`config.mk`:
```
export PLATFORM = sky130hd
export DESIGN_NAME = pcsso_core
export DESIGN_NICKNAME = d
export VERILOG_FILES = /design/src/common/pcsso_pkg.sv /design/src/logic/pcsso_alu_flags.sv /design/src/logic/pcsso_core.sv /design/src/logic/pcsso_stack.sv
export SDC_FILE = /design/constraint.sdc
export NUM_CORES = 1
export LEC_CHECK = 0
export ABC_AREA = 1
export BUFFER_PORTS_ARGS = -buffer_cell sky130_fd_sc_hd__buf_2
export CAP_MARGIN = 20
export CELL_PAD_IN_SITES_DETAIL_PLACEMENT = 1
export CELL_PAD_IN_SITES_GLOBAL_PLACEMENT = 1
export CORE_MARGIN = 10
export CORE_UTILIZATION = 34
export DETAILED_ROUTE_END_ITERATION = 10
export GPL_ROUTABILITY_DRIVEN = 0
export GPL_TIMING_DRIVEN = 0
export PLACE_DENSITY = 0.86
export SYNTH_ARGS = -nofsm -noshare
export SYNTH_HDL_FRONTEND = slang
export SYNTH_SLANG_ARGS = --single-unit
```
`constraint.sdc`:
```
create_clock -name sys_clk_i -period 1.9 [get_ports sys_clk_i]
set_input_delay 0.095 -clock sys_clk_i [delete_from_list [all_inputs] [get_ports sys_clk_i]]
set_output_delay 0.095 -clock sys_clk_i [all_outputs]
set_load 0.05 [all_outputs]
```
`src/common/pcsso_pkg.sv`:
```
/*
  package for the sequencing core: status/option layouts, reset values,
  instruction-class encodings and the decoded-instruction carrier.
  assumes an external decoder classifies each executing instruction.
*/
package pcsso_pkg;
  localparam int PC_W = 9;
  localparam int OPT_W = 6;
  localparam logic [7:0] STATUS_ADDR = 8'h03;
  localparam logic [7:0] PCL_ADDR = 8'h02;
  // status bit positions
  localparam int ST_C = 0;
  localparam int ST_DC = 1;
  localparam int ST_Z = 2;
  localparam int ST_PD = 3;
  localparam int ST_TO = 4;
  localparam int ST_PAL = 5;
  localparam int ST_PAM = 6;
  localparam int ST_PAH = 7;
  // option bit positions
  localparam int OPT_SRC = 5;
  localparam int OPT_EDGE = 4;
  localparam int OPT_ASSIGN = 3;
  localparam logic [OPT_W-1:0] OPT_RESET = 6'h3F;
  localparam logic [PC_W-1:0] PC_RESET = 9'h1FF;
  localparam logic [PC_W-1:0] PC_WRAP = 9'h000;
  localparam logic [2:0] PAGE_RESET = 3'h0;
  localparam logic [7:0] PRE_MAX = 8'hFF;

  typedef enum logic [3:0] {
    PCSSO_OP_NONE,
    PCSSO_OP_JUMP,
    PCSSO_OP_CALL,
    PCSSO_OP_RETLIT,
    PCSSO_OP_OPTLOAD,
    PCSSO_OP_ADD,
    PCSSO_OP_SUB,
    PCSSO_OP_RRF,
    PCSSO_OP_RLF,
    PCSSO_OP_LOGIC,
    PCSSO_OP_MOVE
  } pcsso_op_t;

  // one executing instruction as presented by the decoder
  typedef struct packed {
    pcsso_op_t op;
    logic [8:0] target;
    logic [7:0] literal;
    logic [7:0] operand_f;
    logic [7:0] dest_addr;
    logic dest_write;
  } pcsso_instr_t;

  typedef struct packed {
    logic timer_source_select;
    logic timer_edge_select;
    logic prescaler_assign;
    logic [2:0] prescale_ratio;
  } pcsso_opt_t;
endpackage

```
`src/logic/pcsso_alu_flags.sv`:
```
/*
  flag generator for add, subtract and rotates.
  assumes operands are presented combinationally by the core.
*/
`timescale 1ns/10ps
module pcsso_alu_flags (
  input wire pcsso_pkg::pcsso_op_t op_i,
  input wire logic [7:0] w_i,
  input wire logic [7:0] f_i,
  input wire logic carry_in_i,
  output logic [7:0] result_o,
  output logic carry_o,
  output logic nibble_o
);
  import pcsso_pkg::*;
  logic [8:0] add_sum;
  logic [8:0] sub_sum;
  logic [4:0] add_nib;
  logic [4:0] sub_nib;

  // subtract is f + ~w + 1, so carry out means no borrow
  assign add_sum = {1'b0, f_i} + {1'b0, w_i};
  assign sub_sum = {1'b0, f_i} + {1'b0, ~w_i} + 9'h001;
  assign add_nib = {1'b0, f_i[3:0]} + {1'b0, w_i[3:0]};
  assign sub_nib = {1'b0, f_i[3:0]} + {1'b0, ~w_i[3:0]} + 5'h01;

  always_comb begin
    result_o = f_i;
    carry_o = carry_in_i;
    nibble_o = 1'b0;
    case (op_i)
      PCSSO_OP_ADD: begin
        result_o = add_sum[7:0];
        carry_o = add_sum[8];
        nibble_o = add_nib[4];
      end
      PCSSO_OP_SUB: begin
        result_o = sub_sum[7:0];
        carry_o = sub_sum[8];
        nibble_o = sub_nib[4];
      end
      PCSSO_OP_RRF: begin
        result_o = {carry_in_i, f_i[7:1]};
        carry_o = f_i[0];
      end
      PCSSO_OP_RLF: begin
        result_o = {f_i[6:0], carry_in_i};
        carry_o = f_i[7];
      end
      default: begin
        result_o = f_i;
      end
    endcase
  end
endmodule // pcsso_alu_flags

```
`src/logic/pcsso_core.sv`:
```
/*
  sequencing core: program counter, return stack, status and option
  registers, prescaler ratio decode.
  assumes sys_clk_i is the instruction-cycle clock and that an external
  decoder presents one executing instruction per cycle; rst_i merges
  power-on, external and watchdog resets.
*/
`timescale 1ns/10ps
module pcsso_core #(
  parameter int PC_WIDTH = 9
) (
  input wire logic sys_clk_i,
  input wire logic rst_i,
  input wire pcsso_pkg::pcsso_instr_t instr_i,
  input wire logic watchdog_expiry_flag_i,
  input wire logic sleep_entry_flag_i,
  input wire logic [7:0] read_addr_i,
  output logic [PC_WIDTH-1:0] pc_o,
  output logic [7:0] w_o,
  output logic [7:0] status_o,
  output logic [7:0] read_data_o,
  output logic [7:0] result_o,
  output pcsso_pkg::pcsso_opt_t opt_o,
  output logic [7:0] timer_div_o,
  output logic [7:0] wdt_div_o
);
  import pcsso_pkg::*;

  logic [PC_WIDTH-1:0] pc;
  logic [7:0] w_reg;
  logic [7:0] status;
  logic [OPT_W-1:0] opt_reg;
  logic [7:0] next_result;
  logic [PC_WIDTH-1:0] next_pc;
  logic [PC_WIDTH-1:0] pc_inc;
  logic [PC_WIDTH-1:0] stack_top;
  logic [7:0] next_status;
  logic [7:0] next_read;
  logic [7:0] alu_result;
  logic alu_carry;
  logic alu_nibble;
  logic is_call;
  logic is_ret;
  logic is_jump;
  logic sets_flags;
  logic sets_zero;
  logic pcl_write;
  logic status_write;

  // power-of-two divider, shift bounded to the 8-bit output
  function automatic logic [7:0] pow2(input logic [3:0] n);
    pow2 = (n > 4'h7) ? PRE_MAX : (8'h01 << n);
  endfunction

  // instruction class decode
  assign is_call = instr_i.op == PCSSO_OP_CALL;
  assign is_ret = instr_i.op == PCSSO_OP_RETLIT;
  assign is_jump = instr_i.op == PCSSO_OP_JUMP;
  assign sets_flags = instr_i.op inside {PCSSO_OP_ADD, PCSSO_OP_SUB, PCSSO_OP_RRF, PCSSO_OP_RLF};
  assign sets_zero = instr_i.op inside {PCSSO_OP_ADD, PCSSO_OP_SUB, PCSSO_OP_LOGIC};
  assign pcl_write = instr_i.dest_write && instr_i.dest_addr == PCL_ADDR;
  assign status_write = instr_i.dest_write && instr_i.dest_addr == STATUS_ADDR;

  pcsso_alu_flags u_alu (
    .op_i(instr_i.op),
    .w_i(w_reg),
    .f_i(instr_i.operand_f),
    .carry_in_i(status[ST_C]),
    .result_o(alu_result),
    .carry_o(alu_carry),
    .nibble_o(alu_nibble)
  );

  // logic ops hand their result in through operand_f
  assign next_result = alu_result;

  // counter increment wraps naturally at nine bits
  assign pc_inc = pc + PC_WIDTH'(1);

  pcsso_stack #(
    .W(PC_WIDTH)
  ) u_stack (
    .sys_clk_i(sys_clk_i),
    .rst_i(rst_i),
    .push_i(is_call),
    .pop_i(is_ret),
    .push_addr_i(pc_inc),
    .top_o(stack_top)
  );

  // next counter selection, priority: jump, call, return, low-byte write
  assign next_pc = is_jump ? instr_i.target :
                   is_call ? {1'b0, instr_i.target[7:0]} :
                   is_ret ? stack_top :
                   pcl_write ? {1'b0, next_result} :
                   pc_inc;

  // status next value; flags from instruction win over destination write
  always_comb begin
    next_status = status;
    if (status_write) begin
      next_status[ST_PAH] = next_result[ST_PAH];
      next_status[ST_PAM] = next_result[ST_PAM];
      next_status[ST_PAL] = next_result[ST_PAL];
      if (!sets_flags && !sets_zero) begin
        next_status[2:0] = next_result[2:0];
      end
    end
    if (sets_zero) begin
      next_status[ST_Z] = next_result == 8'h00;
    end
    if (sets_flags) begin
      next_status[ST_C] = alu_carry;
      next_status[ST_DC] = alu_nibble;
    end
    next_status[ST_TO] = watchdog_expiry_flag_i;
    next_status[ST_PD] = sleep_entry_flag_i;
  end

  // read mux; option register deliberately absent from it
  assign next_read = (read_addr_i == PCL_ADDR) ? pc[7:0] :
                     (read_addr_i == STATUS_ADDR) ? next_status :
                     8'h00;

  // program counter
  always_ff @(posedge sys_clk_i) begin
    if (rst_i) begin
      pc <= PC_RESET;
    end else begin
      pc <= next_pc;
    end
  end

  // status register; page bits and C, DC, Z clear on reset, TO and PD set
  always_ff @(posedge sys_clk_i) begin
    if (rst_i) begin
      status <= {PAGE_RESET, 5'h18};
    end else begin
      status <= next_status;
    end
  end

  // working register: return loads its literal
  always_ff @(posedge sys_clk_i) begin
    if (rst_i) begin
      w_reg <= 8'h00;
    end else if (is_ret) begin
      w_reg <= instr_i.literal;
    end else if (instr_i.op == PCSSO_OP_MOVE && !instr_i.dest_write) begin
      w_reg <= next_result;
    end
  end

  // option register, write-only from software
  always_ff @(posedge sys_clk_i) begin
    if (rst_i) begin
      opt_reg <= OPT_RESET;
    end else if (instr_i.op == PCSSO_OP_OPTLOAD) begin
      opt_reg <= w_reg[OPT_W-1:0];
    end
  end

  // option fields feeding the ratio decode, declared before the output process reads them
  logic next_opt_assign;
  logic [2:0] next_ratio;
  assign next_opt_assign = opt_reg[OPT_ASSIGN];
  assign next_ratio = opt_reg[2:0];

  // registered outputs
  always_ff @(posedge sys_clk_i) begin
    if (rst_i) begin
      read_data_o <= 8'h00;
      result_o <= 8'h00;
      timer_div_o <= 8'h80;
      wdt_div_o <= 8'h80;
    end else begin
      read_data_o <= next_read;
      result_o <= next_result;
      // prescaler only divides the side it is assigned to
      timer_div_o <= next_opt_assign ? 8'h01 : pow2({1'b0, next_ratio} + 4'h1);
      wdt_div_o <= next_opt_assign ? pow2({1'b0, next_ratio}) : 8'h01;
    end
  end

  assign pc_o = pc;
  assign w_o = w_reg;
  assign status_o = status;
  // field view of the option bits for timer logic
  assign opt_o = '{timer_source_select: opt_reg[OPT_SRC],
                   timer_edge_select: opt_reg[OPT_EDGE],
                   prescaler_assign: opt_reg[OPT_ASSIGN],
                   prescale_ratio: opt_reg[2:0]};
endmodule // pcsso_core

```
`src/logic/pcsso_stack.sv`:
```
/*
  two-entry return stack, nine bits per entry.
  assumes push and pop are never requested in the same cycle.
*/
`timescale 1ns/10ps
module pcsso_stack #(
  parameter int W = 9
) (
  input wire logic sys_clk_i,
  input wire logic rst_i,
  input wire logic push_i,
  input wire logic pop_i,
  input wire logic [W-1:0] push_addr_i,
  output logic [W-1:0] top_o
);
  logic [W-1:0] level [2];

  // entry two is left unchanged by a pop, so over-popping repeats it
  always_ff @(posedge sys_clk_i) begin
    if (rst_i) begin
      level[0] <= '0;
      level[1] <= '0;
    end else if (push_i) begin
      level[1] <= level[0];
      level[0] <= push_addr_i;
    end else if (pop_i) begin
      level[0] <= level[1];
    end
  end

  assign top_o = level[0];
endmodule // pcsso_stack
```
=== Yosys cells after proc, flatten, opt, wreduce, memory -nomap -nowiden ===
Memories as Yosys holds them, arrays and structs flattened.
Cells that the tools add are included.

* Multiplexer cells: 31
* Multiply operators: 0
* Divide/modulo/power cells: 0
* Bitwise logic cells: 6
* Magnitude comparators: 1
* Shifts and indexed selects: 2
* Add/sub/neg operators: 8
* Reductions and logical operators: 13
* Eq/ne operators: 14

{| class="wikitable"
|+ Operators with widths
! cell !! number
|-
| $mux 9 || 7
|-
| $mux 8 || 7
|-
| $eq 8x2->1 const B || 4
|-
| $pmux 8 s4 || 1
|-
| $add 8x8->9 || 2
|-
| $add 9x1->9 const B || 2
|-
| $eq 4x3->1 const B || 4
|-
| $eq 4x4->1 const B || 3
|-
| $add 4x4->5 || 2
|-
| $mux 1 || 10
|-
| $mux 3 || 3
|-
| $eq 4x2->1 const B || 2
|-
| $logic_not 8->1 || 1
|-
| $not 8->8 || 1
|-
| $shl 1x3->8 const A || 1
|-
| $shl 1x4->8 const A || 1
|-
| $add 5x1->5 const B || 1
|-
| $add 3x1->4 const B || 1
|-
| $eq 4x1->1 const B || 1
|-
| $gt 4x3->1 const B || 1
|-
| $logic_and 1x1->1 || 4
|-
| $not 4->4 || 1
|-
| $pmux 1 s4 || 1
|-
| $reduce_bool 4->1 || 1
|-
| 8 further kinds || 13
|}

* Input bits: 50
* Memory bits (read-only): 0
* Flip-flop bits (word level): 63
* Memory bits (writable): 18
* Output and inout bits: 63
* Memories kept: 1
* Logic and storage cells: 86
* Latch bits: 0

{| class="wikitable"
|+ Memories
! memory !! words !! width !! read ports !! clocked after memory_dff !! write ports !! line !! text
|-
| u_stack.level || 2 || 9 || 2 || 0 || 2 || pcsso_stack.sv:16 || <nowiki>logic [W-1:0] level [2];</nowiki>
|}

=== Depth between registers and ports, before layout ===
Gate-level depths: netlist (run 1).

* Depth after elaboration: 9
* Mapped depth: 16
* Gate-level depth less buffers: 16

=== Cells and area by module ===
A second synthesis (run 1) with hierarchy kept.

* Cells, all modules: 688
* Area, all modules: 4735.8 um^2

{| class="wikitable"
|+ Modules (own cells, without submodules)
! module !! seq. area each (um^2) !! cells an instance !! area an instance (um^2) !! times used
|-
| pcsso_core || 1261.2 || 405 || 2836.5 || 1
|-
| pcsso_alu_flags || 0.0 || 211 || 1132.3 || 1
|-
| pcsso_stack || 540.5 || 72 || 767.0 || 1
|}

=== Worst setup path after synthesis (run 1) ===
No wires, ideal clock.

* Path type: register -> register
* From: reg w_reg[0], in the netlist w_o[0]
* To: reg read_data_o[2]
* Cell stages (with the launch flop): 15
* Required time: 1.840 ns
* Arrival: 2.232 ns
* Period minus slack after synthesis: 2.292 ns
* Slack: -0.392 ns
* Buffers on the path: 0
* Library setup time: 0.060 ns
* Path through: dfxtp_1 -> ha_1 -> inv_1 -> fa_1 -> xnor2_1 -> nor2_1 -> nor2_1 -> nand4_1 -> nor2_1 -> nand3_1 -> nor2_1 -> nand2_1 -> nand2_1 -> nand3_1 -> nand2_1

* Cells in the longest elaborated chain, start to end: 9
* Elaborated cells between the ends (all ways): 11
* Classes of those cells: add/sub: 3; mux: 6; bitwise: 1; reduce/logical: 1

{| class="wikitable"
|+ RTL lines
! item !! line !! text
|-
| from (decl) || pcsso_core.sv:30 || <nowiki>logic [7:0] w_reg;</nowiki>
|-
| from (signal assigned) || pcsso_core.sv:148 || <nowiki>w_reg <= instr_i.literal;</nowiki>
|-
| from (signal assigned) || pcsso_core.sv:150 || <nowiki>w_reg <= next_result;</nowiki>
|-
| $not 8->8 || pcsso_alu_flags.sv:23 || <nowiki>assign sub_sum = {1'b0, f_i} + {1'b0, ~w_i} + 9'h001;</nowiki>
|-
| $add 8x8->9 || pcsso_alu_flags.sv:23 ||
|-
| $add 9x1->9 || pcsso_alu_flags.sv:23 ||
|-
| $pmux 8 s4 * || pcsso_alu_flags.sv:31 || <nowiki>case (op_i)</nowiki>
|-
| $mux 3 || pcsso_core.sv:105 || <nowiki>if (!sets_flags && !sets_zero) begin</nowiki>
|-
| $mux 3 || pcsso_core.sv:101 || <nowiki>if (status_write) begin</nowiki>
|-
| $mux 1 * || pcsso_core.sv:109 || <nowiki>if (sets_zero) begin</nowiki>
|-
| $mux 8 * || pcsso_core.sv:122 || <nowiki>(read_addr_i == STATUS_ADDR) ? next_status :</nowiki>
|-
| $mux 8 * || pcsso_core.sv:121 || <nowiki>assign next_read = (read_addr_i == PCL_ADDR) ? pc[7:0] :</nowiki>
|-
| to (signal assigned) || pcsso_core.sv:177 || <nowiki>read_data_o <= next_read;</nowiki>
|-
| to (decl) || pcsso_core.sv:21 || <nowiki>output logic [7:0] read_data_o,</nowiki>
|}

Mark *: on every way between the ends. The rest lies on a longest branch, timed or not.
A chain may end at the register's enable or synchronous reset.

=== Worst setup path after layout (run 1) ===
Same ends and word-level chain as after synthesis.

==> results of run 1 <==
## sequential cells by signal, summed over array words and instances (netlist names)
name           flops
opt_o              6
pc_o               9
read_data_o        8
result_o           8
status_o           8
timer_div_o        8
u_stack.level     18
w_o                8
wdt_div_o          8
## metal layers
layer / global-route usage / up-vias
met3: 0.0429 / 39
met1: 0.213 / 2414
met5: 0 / -
met2: 0.336 / 190
met4: 0.0677 / 0
li1: - / 2283
## per-stage QoR
step	std cells	worst slack, ns	hold WS, ns
finish	930	-0.227	0.0142
global placement	885	-0.339	0.309
global route	930	-0.360	0.0437
CTS	923	-0.188	0.0131
floorplan	602	-0.0259	0.212
detailed placement	885	-0.359	0.310
## cells by family after synthesis
group,after synthesis
adders and majority gates,22
DFF,81
xor gates and xnor gates,8
and+or+nand+nor,296
AOI/OAI and AO/OA,94
buffers and inverters,101
## where the power goes
part	total (uW)	internal [uW]	switching [uW]
clock network	1740	1020	718
registers	1960	1860	100
logic	1310	421	892
total	5000	3290	1710
## worst max-delay path by stage
stage                     slack, ns        endpoint
after floorplan               -0.03  read_data_o[2]
after global placement        -0.34         pc_o[5]
after detailed placement      -0.36         pc_o[5]
after CTS                     -0.19  read_data_o[2]
after global routing          -0.36  read_data_o[2]
final                         -0.23  read_data_o[2]
## area by class of cell
cell class | instances | area, sq um
clock inverters | 7 | 66.3
diodes | 1 | 2.50
inverters | 87 | 335
fillers | 1605 | 6500
well taps | 172 | 215
flip-flops and latches | 81 | 1830
multi-input cells | 420 | 2620
clock buffers | 9 | 225
repair buffers | 141 | 816
plain buffers | 12 | 51.3
## synth_stat cells (2+ instances only)
master | n | area share
nand3_1 | 67 | 0.076
nor2_2 | 7 | 0.0099
o211ai_1 | 10 | 0.017
inv_1 | 80 | 0.068
dfxtp_1 | 63 | 0.29
clkinv_1 | 3 | 0.0026
ha_1 | 20 | 0.057
inv_2 | 4 | 0.0034
clkbuf_1 | 9 | 0.0077
xor2_1 | 6 | 0.012
nand2_2 | 2 | 0.0028
nand3b_1 | 5 | 0.0085
buf_2 | 4 | 0.0045
xnor2_1 | 2 | 0.0040
nand4_1 | 7 | 0.0099
nand2_1 | 130 | 0.11
a31oi_1 | 3 | 0.0043
o21ai_0 | 37 | 0.042
nor3_1 | 6 | 0.0068
edfxtp_1 | 18 | 0.12
o221ai_1 | 4 | 0.0080
nor2_1 | 62 | 0.053
fa_1 | 2 | 0.0091
a21oi_1 | 30 | 0.034
nor2_4 | 2 | 0.0051
o22ai_1 | 2 | 0.0028
o21ai_1 | 3 | 0.0034
## worst max-delay path, cell delays in order, from the launching register on
cell	delay, ns
dfxtp_4	0.38
ha_4	0.17
fa_2	0.38
inv_2	0.06
nand2_1	0.05
nand2_1	0.07
nor2_2	0.05
nor2_4	0.14
nand4_1	0.11
nor2_1	0.13
nand3_1	0.09
nor2_1	0.12
nand2_1	0.11
nand2_1	0.09
nand3_2	0.06
nand2_1	0.07
## repair_timing
item / CTS / global route
resized for setup: 60 / 57
pin swaps: 17 / 39
buffers inserted: 12 / 7
setup endpoints to repair: 29 / 30
hold buffers: 11 / 0
hold endpoints to repair: 11 / 0
==> flow_summary.yaml, run 1 <==
synth:
  synth-seq-area-share: 0.409
  synth_area_sq_um: 4400
  yosys_warnings: 0
  syn_avg_cell_area_sq_um: 7.32
  synth_compound_area_frac: 0.120
  synthXorXnorAreaFrac: 0.0159
  syn_nets: 674
  synth_fa_ha_area_frac: 0.0659
  ys.flop_type: "dfxtp_1"
  synth-simple-area-share: 0.301
  synth_cells: 602
  synth.distinct_cells: 41
  synth_async_sr_flop_share: 0
  synth_top_family_by_area: "simple AND/OR/NAND/NOR gates"
  synth-edff-count: 18
  ys_ff_latch: 81
  synthMuxAreaShare: 0
run_status:
  failed_checks: "setup timing"
  run_status: "complete, but fails checks"
worst_setup_path:
  crit_path_max_fanout: 4
  cp.arrival_ns: 2.42
  setup.worst_path.start: "w_o[0]"
  reg2reg_depth: 15
  cp.required_ns: 2.20
  start_kind: "flip-flop"
  worstSetupPathType: "flip-flop to flip-flop"
  critPathCaptureType: "flip-flop"
  r2r_end: "read_data_o[2]"
  r2r_slack_ns: -0.23
  reg2reg_from: "w_o[0]"
global_route:
  grt_max_degree: 15
  grt_overflow: 0
  grt_use_total: 0.188
  antenna_found_initial: 1
  grt_pass1_wl_um: 27100
  grt_pass1_vias: 5208
cts:
  clk_latency_ns: 0.35
  clkSinkCount: 81
  cts_buffers: 9
  tritoncts: "done"
  clkTransAtPathRegs_ns: 0.07
  clockBufferDepth: 2
  cts_root_buf: "clkbuf_16"
  htreeDepth: 3
power_and_ir_drop:
  p_leak_uw: 0.00284
  finalPower_uw: 5000
  cellPowerDensity_nw_per_um2: 812
  irDropWorstVdd_mv: 0.479
cells_and_area:
  fin_util: 0.487
  syn_to_final_growth_pct: 40.0
  layout_common_cells: "buf_2, nand2_1, inv_1"
  fin_area_sq_um: 6170
  layout_commonest_cell: "buf_2"
  nets: 824
  drive_gt1_frac: 0.350
timing:
  setup_viol: 23
  setup_tns_ns: -2.99
  hold_viol: 0
  drv_slew: 0
  timing.final.ws_setup_ns: -0.227
  rsz0062_at_grt: "yes"
  tightest_slew_ns: 0.808
  max_freq_mhz: 470
  relSlewSlack: 0.458
  min_period_over_period: 1.12
  fin_skew_ns: 0.00956
  fin_crit_ns: 2.13
detailed_routing:
  met2WireLength_um: 9160
  wl_per_cell_um: 19.3
  routed_via_density: 5.30
  drt_iter0_drc: 354
  firstDrtPassIters: 5
  wirelength_um: 18000
  drc_errors: 0
  wl_met3_um: 1060
  drtAntennaViolNets: 0
  highest_layer: "met4"
  vias: 4926
  met1_length_um: 7170
hold_path:
  holdCritPathClass: "input port to flip-flop"
  min_to: "w_o[5]"
  hold-path-cell-count: 3
  hp-start: "instr_i[22]"
placed_design:
  place_area_sq_um: 5230
  portBuffers: 111
  place_hpwl_um: 13400
flow_run:
  drv_cap: 0
die:
  die_h_um: 134
  initial_core_util: 0.348
  row_count: 41
  die_area_sq_um: 17900
  die_w_um: 134
  coreArea_sq_um: 12700
  pin_count: 113
Power figures use the tool's default switching activity.
==> inputs of run 2 (changes only) <==
--- a/config.mk
+++ b/config.mk
@@ -6,16 +6,17 @@
 export NUM_CORES = 1
 export LEC_CHECK = 0
 export ABC_AREA = 1
-export BUFFER_PORTS_ARGS = -buffer_cell sky130_fd_sc_hd__buf_2
 export CAP_MARGIN = 20
 export CELL_PAD_IN_SITES_DETAIL_PLACEMENT = 1
 export CELL_PAD_IN_SITES_GLOBAL_PLACEMENT = 1
 export CORE_MARGIN = 10
-export CORE_UTILIZATION = 34
+export CORE_UTILIZATION = 42
+export CTS_BUF_LIST = sky130_fd_sc_hd__clkbuf_4
 export DETAILED_ROUTE_END_ITERATION = 10
+export DONT_BUFFER_PORTS = 1
 export GPL_ROUTABILITY_DRIVEN = 0
 export GPL_TIMING_DRIVEN = 0
-export PLACE_DENSITY = 0.86
+export PLACE_DENSITY = 0.88
 export SYNTH_ARGS = -nofsm -noshare
 export SYNTH_HDL_FRONTEND = slang
 export SYNTH_SLANG_ARGS = --single-unit
==> run 2 against run 1 <==
Effect of this change:
- the run ends with hold timing, setup timing left
- clock power shrank 38%
- clock skew rose by 0.014 ns
- critical path depth decreased by 1
- first-iteration DRC count rose by 9.9%
- total power shrank 17%
- routed wire length decreased by 3.8%
- core utilization grew 3.7 points
- fmax fell by 13%
- die area decreased by 16%
- largest power group unchanged
==> flow_summary.yaml, run 2 (synthesis gave the netlist of run 1 again) <==
power_and_ir_drop:
  p_int_uw: 2590
  p_sw_uw: 1570
  seq_power_share: 0.538
  irDropWorstVdd_mv: 0.418
  p_comb_frac: 0.202
  cellPowerDensity_nw_per_um2: 774
  p_leak_uw: 0.00228
  clkPwrFrac: 0.260
  switching_share: 0.377
  finalPower_uw: 4170
run_status:
  failed_checks: "hold timing, setup timing"
  run_status: "complete, but fails checks"
cells_and_area:
  layout_commonest_cell: "nand2_1"
  layout_common_cells: "nand2_1, inv_1, nand3_1"
  fillers: 1290
  regMostFlops: "u_stack.level"
  syn_to_final_growth_pct: 22.1
  fin_area_sq_um: 5380
  nets: 718
  seqCellArea_sq_um: 1840
  drive_gt1_frac: 0.183
  multi_input_area_sq_um: 2500
  fin_util: 0.523
  largest_reg_flops: 18
die:
  coreArea_sq_um: 10300
  die_h_um: 122
  die_area_sq_um: 15000
  pin_count: 113
  initial_core_util: 0.429
  row_count: 37
  die_w_um: 122
cts:
  tritoncts: "done"
  htreeDepth: 3
  clk_latency_ns: 0.45
  clkTransAtPathRegs_ns: 0.14
  cts_root_buf: "clkbuf_4"
  cts_buffers: 9
  clockBufferDepth: 2
  clkSinkCount: 81
global_route:
  grt_use_total: 0.215
  grt_pass1_wl_um: 25600
  grt_pass1_vias: 4741
  grt_overflow: 0
  grt_max_degree: 16
  antenna_found_initial: 1
timing:
  hold_viol: 1
  rsz0062_at_grt: "yes"
  tightest_slew_ns: 0.755
  relSlewSlack: 0.496
  timing.final.ws_setup_ns: -0.549
  fin_crit_ns: 2.45
  fin_skew_ns: 0.0237
  drv_slew: 0
  holdWs_ns: -0.0144
  max_freq_mhz: 408
  min_period_over_period: 1.29
  setup_viol: 32
worst_setup_path:
  reg2reg_from: "w_o[0]"
  r2r_slack_ns: -0.55
  r2r_end: "read_data_o[0]"
  cp.required_ns: 2.24
  cp.arrival_ns: 2.79
  crit_path_max_fanout: 6
  critPathCaptureType: "flip-flop"
  start_kind: "flip-flop"
  worstSetupPathType: "flip-flop to flip-flop"
  reg2reg_depth: 14
detailed_routing:
  firstDrtPassIters: 5
  routed_via_density: 5.73
  drtAntennaViolNets: 0
  drc_errors: 0
  vias: 4513
  wirelength_um: 17300
  wl_per_cell_um: 21.9
  drt_iter0_drc: 389
placed_design:
  place_area_sq_um: 4630
  place_hpwl_um: 12500
  portBuffers: 0
  dpl_worst_slack_ns: -0.533
hold_path:
  hold-path-cell-count: 4
  min_to: "result_o[3]"
  holdCritPathClass: "input port to flip-flop"
  hp-start: "instr_i[12]"
flow_run:
  drv_cap: 0
[run 2: changes by cell type in the layout (fill, tap and decap cells not counted), sizes merged]
cell and change:
inv +2, dlygate4sd3 +18, clkinvlp -1, buf -124
clkinv -1
[run 2: what timing repair did]
item | CTS | global route
gates resized for setup | 26 | 57
setup endpoints to repair | 35 | 46
pin swaps | 1 | 20
cloned | 0 | 0
endpoints found under the hold margin | 26 | 0
hold buffers | 29 | 0
buffers inserted | 0 | 6
[run 2: layer usage]
metal | routed length, um | vias to the layer above | GRT usage
met5 | 0 | - | 0
met4 | 595 | 0 | 0.0744
met3 | 1080 | 53 | 0.0487
met2 | 9210 | 183 | 0.397
li1 | - | 2068 | -
met1 | 6380 | 2209 | 0.237
[run 2: worst max-delay path by stage]
stage           start              to  slack [ns]  depth (start not counted)
2_1_floorplan  w_o[0]  read_data_o[2]       -0.03                         15
3_3_place_gp   w_o[3]         pc_o[5]       -0.47                         13
3_5_place_dp   w_o[1]         pc_o[5]       -0.53                         12
4_1_cts        w_o[1]  read_data_o[0]       -0.42                         12
5_1_grt        w_o[0]  read_data_o[2]       -0.66                         14
6_report       w_o[0]  read_data_o[0]       -0.55                         14
[run 2: stage by stage]
step / std cells / setup TNS (ns)
6_report: 788 / -11.11
5_1_grt: 788 / -14.34
2_1_floorplan: 602 / -0.0259
3_5_place_dp: 738 / -10.93
4_1_cts: 782 / -8.46
3_3_place_gp: 738 / -8.58
[run 2: cell type report]
class / count / area share
plain buffers: 12 / 0.00954
multi-input cells: 420 / 0.465
repair buffers: 35 / 0.0644
well taps: 136 / 0.0316
clock inverters: 7 / 0.0137
clock buffers: 9 / 0.0126
inverters: 87 / 0.0607
diodes: 1 / 0.000465
flip-flops and latches: 81 / 0.342
[run 2: critical path, stage by stage (launching register included)]
cell and delay, ns:
dfxtp_4 0.54, ha_4 0.17, inv_2 0.03, fa_2 0.37, buf_6 0.14, nand3_2 0.08
nand2_2 0.10, nand3_2 0.11, nand2_2 0.06, nand2_2 0.08, a21oi_1 0.07, o21ai_1 0.19
nand4_1 0.18, nand3_1 0.15, nand2_1 0.07
[run 2: power groups by stage]
stage	sequential [uW]	combinational, uW	clock, uW
floorplan	2230	486	0
global placement	2270	624	0
detailed placement	2280	659	0
CTS	2240	738	1080
global route	2250	928	1140
finish	2240	842	1080
